===== src/verilog/sor_map.vh =====
// sync output routing: register offsets, field positions, reset values
// assumes inclusion by the sync output routing design files only
`ifndef SOR_MAP_VH
`define SOR_MAP_VH

// register offsets
`define SOR_HS_CTRL_ADDR 8'h12
`define SOR_HS_WIDTH_ADDR 8'h13
`define SOR_VS_CTRL_ADDR 8'h14
`define SOR_VS_DUR_ADDR 8'h15
`define SOR_STATUS_ADDR 8'h16
`define SOR_SOG_CTRL_ADDR 8'h1d

// hsync control fields
`define SOR_HS_OUT_POL_BIT 7
`define SOR_HS_IN_POL_BIT 6

// vsync control fields
`define SOR_VS_OVR_BIT 1
`define SOR_VS_OUT_POL_BIT 2
`define SOR_VS_SEP_BIT 7
`define SOR_VS_IN_POL_HI 5
`define SOR_VS_IN_POL_LO 4

// status fields
`define SOR_ST_FIELD_BIT 0
`define SOR_ST_VPOL_BIT 1
`define SOR_ST_ADDR_BIT 2

// reset values
`define SOR_HS_CTRL_RST 8'hc0
`define SOR_HS_WIDTH_RST 8'h20
`define SOR_VS_CTRL_RST 8'h84
`define SOR_VS_DUR_RST 8'h04
`define SOR_SOG_CTRL_RST 2'h0

// timing counts in clk cycles
`define SOR_STRAP_WAIT 3'h4
`define SOR_CSYNC_VS_MIN 16'h0100
`define SOR_HS_FILT_LEN 4'h4

`endif


===== src/verilog/sor_sync2.v =====
// sor_sync2: two flip-flop synchroniser for a bus of level inputs
// assumes the inputs are asynchronous to clk; only the second stage is read
module sor_sync2 #(
  parameter W = 1
) (
  // clock and reset
  input wire clk,
  input wire rstn,
  // async in, synced out
  input wire [W-1:0] async_in,
  output reg [W-1:0] sync_out
);

  reg [W-1:0] meta; // first stage, read only by sync_out

  // plain two-stage capture
  always @(posedge clk or negedge rstn) begin
    if (!rstn) begin
      meta <= {W{1'b0}};
      sync_out <= {W{1'b0}};
    end else begin
      meta <= async_in;
      sync_out <= meta;
    end
  end

endmodule // sor_sync2


===== src/verilog/sor_sync_out.v =====
// sor_sync_out: sync output stage (hsync regen, vsync out, slicer mux, field flag)
// assumes registers arrive from the serial control port on clk; sync pins are async
// Overview of operation
// - regenerate hsync out, retimed to sample clock
// - hsync out polarity and width programmable
// - hsync out aligned with data clock edge
// - vsync out separated or passed through
// - control bit selects vsync output polarity
// - override bit uses programmed vsync duration
// - address pin supplies slave address lsb
// - latch address pin at power-up, pull-up reads 1
// - address and vsync roles do not interfere
// - 2-bit field picks one of four slicer sources
// - slicer output otherwise unprocessed
// - vsync extraction done in sync separator
// - field flag shows odd or even field
// - sliced sync shown non-inverted on slicer output
// - vsync input polarity automatic or manual
`include "sor_map.vh"
module sor_sync_out #(
  parameter CW = 16 // width of line and pulse measurement counters
) (
  // clock and reset
  input wire clk,
  input wire rstn,
  // register port from the serial control port
  input wire [7:0] reg_addr,
  input wire reg_we,
  input wire [7:0] reg_wdata,
  output reg [7:0] reg_rdata,
  // sync inputs, asynchronous
  input wire horizontal_sync_input,
  input wire vsync_input,
  input wire composite_sync_input,
  input wire green_sync_input,
  // sync outputs
  output reg regen_hsync_out,
  output reg green_sync_slicer_out,
  output reg odd_even_field,
  // shared vsync / address pin
  input wire slave_addr_lsb_pin_in,
  output reg vertical_sync_out,
  output reg vertical_sync_oe_n,
  output reg slave_addr_lsb
);

  // configuration registers
  reg [7:0] hs_ctrl;
  reg [7:0] hs_width;
  reg [7:0] vs_ctrl;
  reg [7:0] vsync_out_duration;
  reg [1:0] sog_ctrl;

  // synchronised pins and their previous values for edge finding
  wire [4:0] pins_s;
  reg [4:0] pins_d;
  wire hs_raw = pins_s[0];
  wire vs_raw = pins_s[1];
  wire cs_raw = pins_s[2];
  wire sog_raw = pins_s[3];
  wire a0_raw = pins_s[4];

  sor_sync2 #(.W(5)) i_sor_sync2 (
    .clk(clk),
    .rstn(rstn),
    .async_in({slave_addr_lsb_pin_in, green_sync_input, composite_sync_input,
               vsync_input, horizontal_sync_input}),
    .sync_out(pins_s)
  );

  // register writes
  always @(posedge clk or negedge rstn) begin
    if (!rstn) begin
      hs_ctrl <= `SOR_HS_CTRL_RST;
      hs_width <= `SOR_HS_WIDTH_RST;
      vs_ctrl <= `SOR_VS_CTRL_RST;
      vsync_out_duration <= `SOR_VS_DUR_RST;
      sog_ctrl <= `SOR_SOG_CTRL_RST;
    end else if (reg_we) begin
      case (reg_addr)
        `SOR_HS_CTRL_ADDR: hs_ctrl <= reg_wdata;
        `SOR_HS_WIDTH_ADDR: hs_width <= reg_wdata;
        `SOR_VS_CTRL_ADDR: vs_ctrl <= reg_wdata;
        `SOR_VS_DUR_ADDR: vsync_out_duration <= reg_wdata;
        `SOR_SOG_CTRL_ADDR: sog_ctrl <= reg_wdata[1:0];
        default: ;
      endcase
    end
  end

  // edge history of the synced pins
  always @(posedge clk or negedge rstn) begin
    if (!rstn)
      pins_d <= 5'h00;
    else
      pins_d <= pins_s;
  end

  // hsync normalised to active high by the input polarity bit
  wire hs_act = hs_raw ^ ~hs_ctrl[`SOR_HS_IN_POL_BIT];
  wire hs_lead = hs_act & ~(pins_d[0] ^ ~hs_ctrl[`SOR_HS_IN_POL_BIT]);

  // hsync regeneration: fixed-width pulse from each leading edge
  reg [7:0] hs_cnt;
  reg hs_regen;
  always @(posedge clk or negedge rstn) begin
    if (!rstn) begin
      hs_cnt <= 8'h00;
      hs_regen <= 1'b0;
    end else if (hs_lead && hs_width != 8'h00) begin
      hs_cnt <= hs_width - 8'h01;
      hs_regen <= 1'b1;
    end else if (hs_cnt != 8'h00) begin
      hs_cnt <= hs_cnt - 8'h01;
    end else begin
      hs_regen <= 1'b0;
    end
  end

  // registered output so hsync leaves on the same edge as the data
  always @(posedge clk or negedge rstn) begin
    if (!rstn)
      regen_hsync_out <= 1'b0;
    else
      regen_hsync_out <= hs_regen ^ ~hs_ctrl[`SOR_HS_OUT_POL_BIT];
  end

  // hsync glitch filter: a level must hold a few cycles to pass
  reg [3:0] filt_cnt;
  reg hs_filt;
  always @(posedge clk or negedge rstn) begin
    if (!rstn) begin
      filt_cnt <= 4'h0;
      hs_filt <= 1'b0;
    end else if (hs_act == hs_filt) begin
      filt_cnt <= 4'h0;
    end else if (filt_cnt == `SOR_HS_FILT_LEN - 4'h1) begin
      hs_filt <= hs_act;
      filt_cnt <= 4'h0;
    end else begin
      filt_cnt <= filt_cnt + 4'h1;
    end
  end

  // slicer mux; registered so a select change cannot glitch the pin
  always @(posedge clk or negedge rstn) begin
    if (!rstn) begin
      green_sync_slicer_out <= 1'b0;
    end else begin
      case (sog_ctrl)
        2'h0: green_sync_slicer_out <= sog_raw;
        2'h1: green_sync_slicer_out <= hs_raw;
        2'h2: green_sync_slicer_out <= hs_regen;
        2'h3: green_sync_slicer_out <= hs_filt;
        default: green_sync_slicer_out <= sog_raw;
      endcase
    end
  end

  // vsync auto polarity: the shorter level is the active one
  reg [CW-1:0] lvl_cnt;
  reg [CW-1:0] hi_len;
  reg [CW-1:0] lo_len;
  always @(posedge clk or negedge rstn) begin
    if (!rstn) begin
      lvl_cnt <= {CW{1'b0}};
      hi_len <= {CW{1'b0}};
      lo_len <= {CW{1'b0}};
    end else if (vs_raw != pins_d[1]) begin
      lvl_cnt <= {CW{1'b0}};
      if (pins_d[1])
        hi_len <= lvl_cnt;
      else
        lo_len <= lvl_cnt;
    end else if (lvl_cnt != {CW{1'b1}}) begin
      lvl_cnt <= lvl_cnt + {{(CW-1){1'b0}}, 1'b1};
    end
  end

  wire auto_pol_hi = hi_len < lo_len;
  // manual field: 2'b0x auto, 2'b10 active low, 2'b11 active high
  wire vs_pol_hi = vs_ctrl[`SOR_VS_IN_POL_HI] ? vs_ctrl[`SOR_VS_IN_POL_LO]
                                               : auto_pol_hi;
  wire vs_pass = vs_raw ^ ~vs_pol_hi;

  // sync separator: composite sync active (low) for long enough is vsync
  reg [15:0] cs_cnt;
  reg vs_sep;
  always @(posedge clk or negedge rstn) begin
    if (!rstn) begin
      cs_cnt <= 16'h0000;
      vs_sep <= 1'b0;
    end else if (cs_raw) begin
      cs_cnt <= 16'h0000;
      vs_sep <= 1'b0;
    end else if (cs_cnt == `SOR_CSYNC_VS_MIN) begin
      vs_sep <= 1'b1;
    end else begin
      cs_cnt <= cs_cnt + 16'h0001;
    end
  end

  // vsync source and its leading edge
  wire vs_src = vs_ctrl[`SOR_VS_SEP_BIT] ? vs_sep : vs_pass;
  reg vs_src_d;
  wire vs_lead = vs_src & ~vs_src_d;

  // override: pulse lasting a programmed number of hsync periods
  reg [7:0] vs_lines;
  reg vs_ovr;
  always @(posedge clk or negedge rstn) begin
    if (!rstn) begin
      vs_src_d <= 1'b0;
      vs_lines <= 8'h00;
      vs_ovr <= 1'b0;
    end else begin
      vs_src_d <= vs_src;
      if (vs_lead && vsync_out_duration != 8'h00) begin
        vs_lines <= vsync_out_duration;
        vs_ovr <= 1'b1;
      end else if (vs_ovr && hs_lead) begin
        vs_lines <= vs_lines - 8'h01;
        if (vs_lines == 8'h01)
          vs_ovr <= 1'b0;
      end
    end
  end

  wire vs_act = vs_ctrl[`SOR_VS_OVR_BIT] ? vs_ovr : vs_src;

  // field detect: vsync past mid-line marks the odd field
  reg [CW-1:0] line_pos;
  reg [CW-1:0] line_len;
  always @(posedge clk or negedge rstn) begin
    if (!rstn) begin
      line_pos <= {CW{1'b0}};
      line_len <= {CW{1'b0}};
      odd_even_field <= 1'b0;
    end else begin
      if (hs_lead) begin
        line_pos <= {CW{1'b0}};
        line_len <= line_pos;
      end else if (line_pos != {CW{1'b1}}) begin
        line_pos <= line_pos + {{(CW-1){1'b0}}, 1'b1};
      end
      if (vs_lead)
        odd_even_field <= line_pos > {1'b0, line_len[CW-1:1]};
    end
  end

  // strap capture: pin undriven after reset, sampled once, then vsync drives
  reg [2:0] strap_cnt;
  always @(posedge clk or negedge rstn) begin
    if (!rstn) begin
      strap_cnt <= 3'h0;
      slave_addr_lsb <= 1'b1;
      vertical_sync_oe_n <= 1'b1;
      vertical_sync_out <= 1'b0;
    end else begin
      if (strap_cnt != `SOR_STRAP_WAIT) begin
        strap_cnt <= strap_cnt + 3'h1;
        if (strap_cnt == `SOR_STRAP_WAIT - 3'h1) begin
          slave_addr_lsb <= a0_raw;
          vertical_sync_oe_n <= 1'b0;
        end
      end
      vertical_sync_out <= vs_act ^ ~vs_ctrl[`SOR_VS_OUT_POL_BIT];
    end
  end

  // register readback
  always @(posedge clk or negedge rstn) begin
    if (!rstn) begin
      reg_rdata <= 8'h00;
    end else begin
      case (reg_addr)
        `SOR_HS_CTRL_ADDR: reg_rdata <= hs_ctrl;
        `SOR_HS_WIDTH_ADDR: reg_rdata <= hs_width;
        `SOR_VS_CTRL_ADDR: reg_rdata <= vs_ctrl;
        `SOR_VS_DUR_ADDR: reg_rdata <= vsync_out_duration;
        `SOR_STATUS_ADDR: reg_rdata <= {5'h00, slave_addr_lsb, vs_pol_hi, odd_even_field};
        `SOR_SOG_CTRL_ADDR: reg_rdata <= {6'h00, sog_ctrl};
        default: reg_rdata <= 8'h00;
      endcase
    end
  end

endmodule // sor_sync_out

===== config.mk =====
export PLATFORM = sky130hd
export DESIGN_NAME = sor_sync_out
export DESIGN_NICKNAME = d
export VERILOG_FILES = /design/src/verilog/sor_sync2.v /design/src/verilog/sor_sync_out.v
export VERILOG_INCLUDE_DIRS = /design/src /design/src/verilog
export SDC_FILE = /design/constraint.sdc
export NUM_CORES = 1
export LEC_CHECK = 0
export BUFFER_PORTS_ARGS = -buffer_cell sky130_fd_sc_hd__buf_4
export CAP_MARGIN = 0
export CORE_MARGIN = 2
export CORE_UTILIZATION = 45
export CTS_BUF_LIST = sky130_fd_sc_hd__clkbuf_16
export DETAILED_ROUTE_END_ITERATION = 16
export MAX_ROUTING_LAYER = met4
export SYNTH_ARGS = -nofsm -noshare
export SYNTH_HDL_FRONTEND = slang
export SYNTH_SLANG_ARGS = --single-unit

===== constraint.sdc =====
create_clock -name clk -period 6.56 [get_ports clk]
set_input_delay 1.312 -clock clk [delete_from_list [all_inputs] [get_ports clk]]
set_output_delay 1.312 -clock clk [all_outputs]
set_load 0.01 [all_outputs]

---- Word level (Yosys, flattened, before mapping) ----
Index checks and enable logic that the tools add are counted.
word-level totals
  register bits after elaboration ......... 184
  input port bits ......................... 24
  word-level logic and storage cells ...... 122
cells by class
  $add $sub $neg .......................... 8
  magnitude comparators ................... 2
  equality and inequality tests ........... 20
  muxes and demuxes ....................... 24
  bitwise logic cells ..................... 15
  reductions and logical operators ........ 23
operator list
  operator                                          number
  two-way mux 16 bit                                6
  adder 16 x 1 -> 16 bit, second input constant     3
  == test 8 x 5 -> 1 bit, second input constant     6
  case mux 8 bit (6 select lines)                   1
  two-way mux 8 bit                                 4
  inequality test 16 bit, second input constant     2
  nonzero test 8 bit                                3
  subtractor 8 x 1 -> 8 bit, second input constant  3
  AND reduction 2 bit                               10
  == test 16 x 9 -> 1 bit, second input constant    1
  greater-than comparator 16 x 15 -> 1 bit          1
  < comparator 16 bit                               1
  nonzero test 2 bit                                6
  two-way mux 1 bit                                 10
  == test 8 x 1 -> 1 bit, second input constant     1
  two-way mux 4 bit                                 2
  inverter 1 bit                                    8
  bitwise XOR 1 bit                                 5
  adder 4 x 1 -> 4 bit, second input constant       1
  == test 2 bit, second input constant              2
  == test 4 x 2 -> 1 bit, second input constant     1
  case mux 1 bit (4 select lines)                   1
  adder 3 x 1 -> 3 bit, second input constant       1
  == test 3 x 2 -> 1 bit, second input constant     1
  9 further kinds                                   12

---- Longest topological paths before layout ----
  word-level depth ........................ 9
  mapped depth ............................ 8
  mapped depth without buffers ............ 8

---- Modules after synthesis ----
A second synthesis with hierarchy kept.
unflattened totals
  cell total of the unflattened synthesis .. 804
  area total of the unflattened synthesis .. 8872.3 sq um
by module, submodules not included
  module        instances  cells each  area an instance (sq um)
  sor_sync_out  1          794         8622.0
  sor_sync2     1          10          250.2

---- Least setup slack after synthesis ----
OpenSTA, ideal clock, no wires.
  kind .................................... input-to-reg
  from .................................... input port reg_addr[5]
  to ...................................... register hs_ctrl[0]
  setup time .............................. 0.125 ns
  arrival ................................. 3.081 ns
  path slack .............................. 3.354 ns
  cell stages on the path ................. 5
  buffers on the path ..................... 1
  path through ............................ or4b_4 or3_1 buf_6 nor3b_4 mux2_2
on the way
  word-level cells in the longest chain between the ends .. 2
ends and longest elaborated chain
  item                           line               text
  start, declared                sor_sync_out.v:27  input wire [7:0] reg_addr,
  == test 8 x 5 -> 1 bit         sor_sync_out.v:80  case (reg_addr)
  AND reduction 2 bit (no line)  -
  end signal, assigned           sor_sync_out.v:74  hs_ctrl <= `SOR_HS_CTRL_RST;
  end signal, assigned           sor_sync_out.v:81  `SOR_HS_CTRL_ADDR: hs_ctrl <= reg_wdata;
  end, declared                  sor_sync_out.v:48  reg [7:0] hs_ctrl;
Every way passes these cells.
A chain may end at the register's enable or synchronous reset.

---- Final worst setup path ----
  from .................................... input port reg_addr[5]
  to ...................................... register vsync_out_duration[3]
on the way
  word-level cells in the longest chain between the ends .. 2
ends and longest elaborated chain
  item                           line               text
  == test 8 x 5 -> 1 bit         sor_sync_out.v:80
  AND reduction 2 bit (no line)  -
  end signal, assigned           sor_sync_out.v:77  vsync_out_duration <= `SOR_VS_DUR_RST;
  end signal, assigned           sor_sync_out.v:84  `SOR_VS_DUR_ADDR: vsync_out_duration <= reg_wdata;
  end, declared                  sor_sync_out.v:51  reg [7:0] vsync_out_duration;
Every way passes these cells.

==> impl_metrics.toml <==
[power_and_ir_drop]
power_uw = 2944
combPwrFrac_pct = 17.7
cellLeakagePower_uw = 0.004619
powerDensity_nw_per_um2 = 294.2
peakVddDrop_v = 0.0001906
pwr-share-seq_pct = 46.0
sw_frac_of_total_pct = 27.58
switchingPower_uw = 812.0
pwr-share-clk_pct = 36.3
p_int_uw = 2132

[logic_synthesis]
yosys_warnings = 0
synth.distinct_cells = 62
synth_top_area_cell = "dfrtp_1"
syn_nets = 871
synth_edf_count = 0
seq_area_frac_synth_pct = 51.84
syn-cell-area_sq_um = 8852
synthArstFlopShare_pct = 100.0
ys_ff_latch = 183
ys.flop_type = "dfrtp_1"
yosysTopAreaCellShare_pct = 49.47
synth.area.top_cells = "dfrtp_1 49%, mux2_2 8.1%, ha_1 6.1%"
synthCells = 804
syn_area_per_cell_sq_um = 11.01

[sta]
hold_slack_ns = 0.3498
clock-skew-final_ns = 0.01602
worst_slew_pin_slew_ns = 0.9891
rsz0062_at_grt = "no"
worst_slack_ns = 3.413
setup_tns_ns = 0
relSlewSlack_pct = 34.06
fin_crit_ns = 3.147
fmax_ghz = 0.3178
fin_crit_sh_pct = 47.97
setup_viol = 0
hold_violations = 0
drv_slew = 0

[setup_path]
crit_family = "simple AND/OR/NAND/NOR gates"
crit_required_ns = 6.87
critical_path_class = "in -> reg"
start_kind = "input port"
endpoint_kind = "flip-flop"
cp_cell_sequence = "buf_4, or4b_4, nor3_1, and2_1, mux2_2"
cp_max_fo = 8
max_stage_delay_ns = 0.63
path_buf_inv = 1
cp_slowest_cell = "nor3_1"
crit_arrival_ns = 3.46

[clocking]
clk_latency_ns = 0.44
path_clk_slew_ns = 0.06
post_cts_buffers = 0
ctsHoldBuffers = 0
tritoncts = "yes"
cts_root_buf = "clkbuf_16"
h-tree-depth = 4
clock_sinks = 183
cts_buffers = 17
post_cts_resized = 0
cts_buffer_depth = 2

[cells_and_area]
drive_above_1_share_pct = 18.27
diodes = 0
nets = 908
instances_no_fill = 1119
area_growth_pct = 13.03

[floorplan]
core-area_sq_um = 19400
die_h_um = 144.3
ioPinCount = 38
row_count = 51
die_x_um = 144.3
die_area_sq_um = 20810
start_util_pct = 45.63

[grt]
grt_pass1_wl_um = 30990
antenna_found_initial = 0
grt_max_degree = 106
grt_overflow = 0
grt_pass1_vias = 6042
grt_use_total_pct = 19.66

[place]
portBuffers = 37
place_inst = 1087
gp_congestion = 0.8441
pre_cts_ws_ns = 3.003
dp_hpwl_um = 13000

[drt]
drt_iter0_drc = 393
vias = 5951
ant_nets = 0
wl_um = 18480
avgViaCountPerCell = 5.318
wl_per_cell_um = 16.52
dr.pass1.iters = 6
drc = 0

[status]
status = "finished clean"

[run]
cap_violations = 0

[min_path]
holdCritPathClass = "reg -> reg"
==> cell type report <==
class / count / area (sq um)
Fill cell: 1716 / 9393
Timing Repair Buffer: 41 / 311.5
Clock buffer: 17 / 425.4
Sequential cell: 183 / 4589
Tap cell: 265 / 331.6
Multi-Input combinational cell: 549 / 3976
Inverter: 49 / 183.9
Clock inverter: 15 / 187.7
==> power by group through the flow <==
stage          logic [uW]  clock network [uW]  registers, uW
6_report              521                1070           1350
5_1_grt               591                1150           1370
4_1_cts               528                1090           1350
3_5_place_dp          522                   0           1370
3_3_place_gp          507                   0           1370
2_1_floorplan         378                   0           1340
==> final timing paths <==
| kind | cells past startpoint | from | slack (ns) | end |
|---|---|---|---|---|
| worst max register to register | 7 | hi_len[14] | 3.73 | odd_even_field |
| min in group asynchronous | 1 | rstn | 0.97 | line_len[9] |
| worst min register to register | 0 | i_sor_sync2.meta[4] | 0.35 | i_sor_sync2.sync_out[4] |
| max in group asynchronous | 2 | rstn | 4.43 | vs_lines[2] |
| worst min-delay path | 0 | i_sor_sync2.meta[4] | 0.35 | i_sor_sync2.sync_out[4] |
| worst max-delay path | 5 | reg_addr[5] | 3.41 | vsync_out_duration[3] |
==> layer usage <==
layer	GRT usage, %	wire length [um]
met5	-	0
met4	5.314	253
met3	3.742	488
met2	30.70	8769
met1	26.55	8971
==> through the flow <==
step           area, sq um  util (%)
3_5_place_dp          9393     48.42
4_1_cts              10010     51.58
2_1_floorplan         8852         -
6_report             10010     51.58
3_3_place_gp          9393     48.42
5_1_grt              10010     51.58
==> layout by cell type, fill, tap and decap left out, drive strengths merged, types with 16 or more instances in the layout <==
master and count:
mux2i 19, dfrtp 175, nor2 67, inv 53, mux2 64, nand2 69, buf 41, ha 43
a21oi 16, xor2 27, nand3 32, clkbuf 17, o21ai 42, xnor2 27
==> cells in the mapped netlist (4+ instances only) <==
| library cell | instances |
|---|---|
| nand3_1 | 31 |
| nand2_1 | 68 |
| nand3b_1 | 6 |
| xor2_1 | 27 |
| inv_1 | 49 |
| and2_1 | 13 |
| a21oi_1 | 16 |
| and4_1 | 6 |
| nor2_1 | 66 |
| and3_1 | 8 |
| nor3_1 | 13 |
| o21ai_0 | 42 |
| a221o_1 | 7 |
| mux2_2 | 64 |
| nor4_1 | 9 |
| xnor2_1 | 27 |
| nand2b_1 | 4 |
| nand4_1 | 15 |
| mux2i_1 | 19 |
| dfrtp_1 | 175 |
| or3_1 | 6 |
| clkbuf_1 | 18 |
| ha_1 | 43 |
| dfstp_2 | 8 |
| nor2b_1 | 7 |
==> logic make-up (layout without fill, tap and decap cells) <==
logic type	after synthesis	in the layout	share of synthesized area, %
AOI/OAI and AO/OA	98	98	7.195
xor gates and xnor gates	54	54	5.343
adders and majority gates	43	43	6.078
buffers and inverters	72	122	3.237
DFF	183	183	51.84
muxes	84	84	10.54
and+or+nand+nor	270	270	15.76
==> flip-flops by register name (all words and copies together) (netlist names), 2 cells and up <==
| signal | cells |
|---|---|
| vsync_out_duration | 8 |
| reg_rdata | 8 |
| strap_cnt | 3 |
| line_len | 15 |
| i_sor_sync2.meta | 5 |
| lo_len | 16 |
| pins_d | 2 |
| vs_ctrl | 8 |
| hs_ctrl | 8 |
| lvl_cnt | 16 |
| line_pos | 16 |
| i_sor_sync2.sync_out | 5 |
| cs_cnt | 16 |
| vs_lines | 8 |
| sog_ctrl | 2 |
| hs_width | 8 |
| filt_cnt | 4 |
| hi_len | 16 |
| hs_cnt | 8 |
Power figures use the tool's default switching activity.
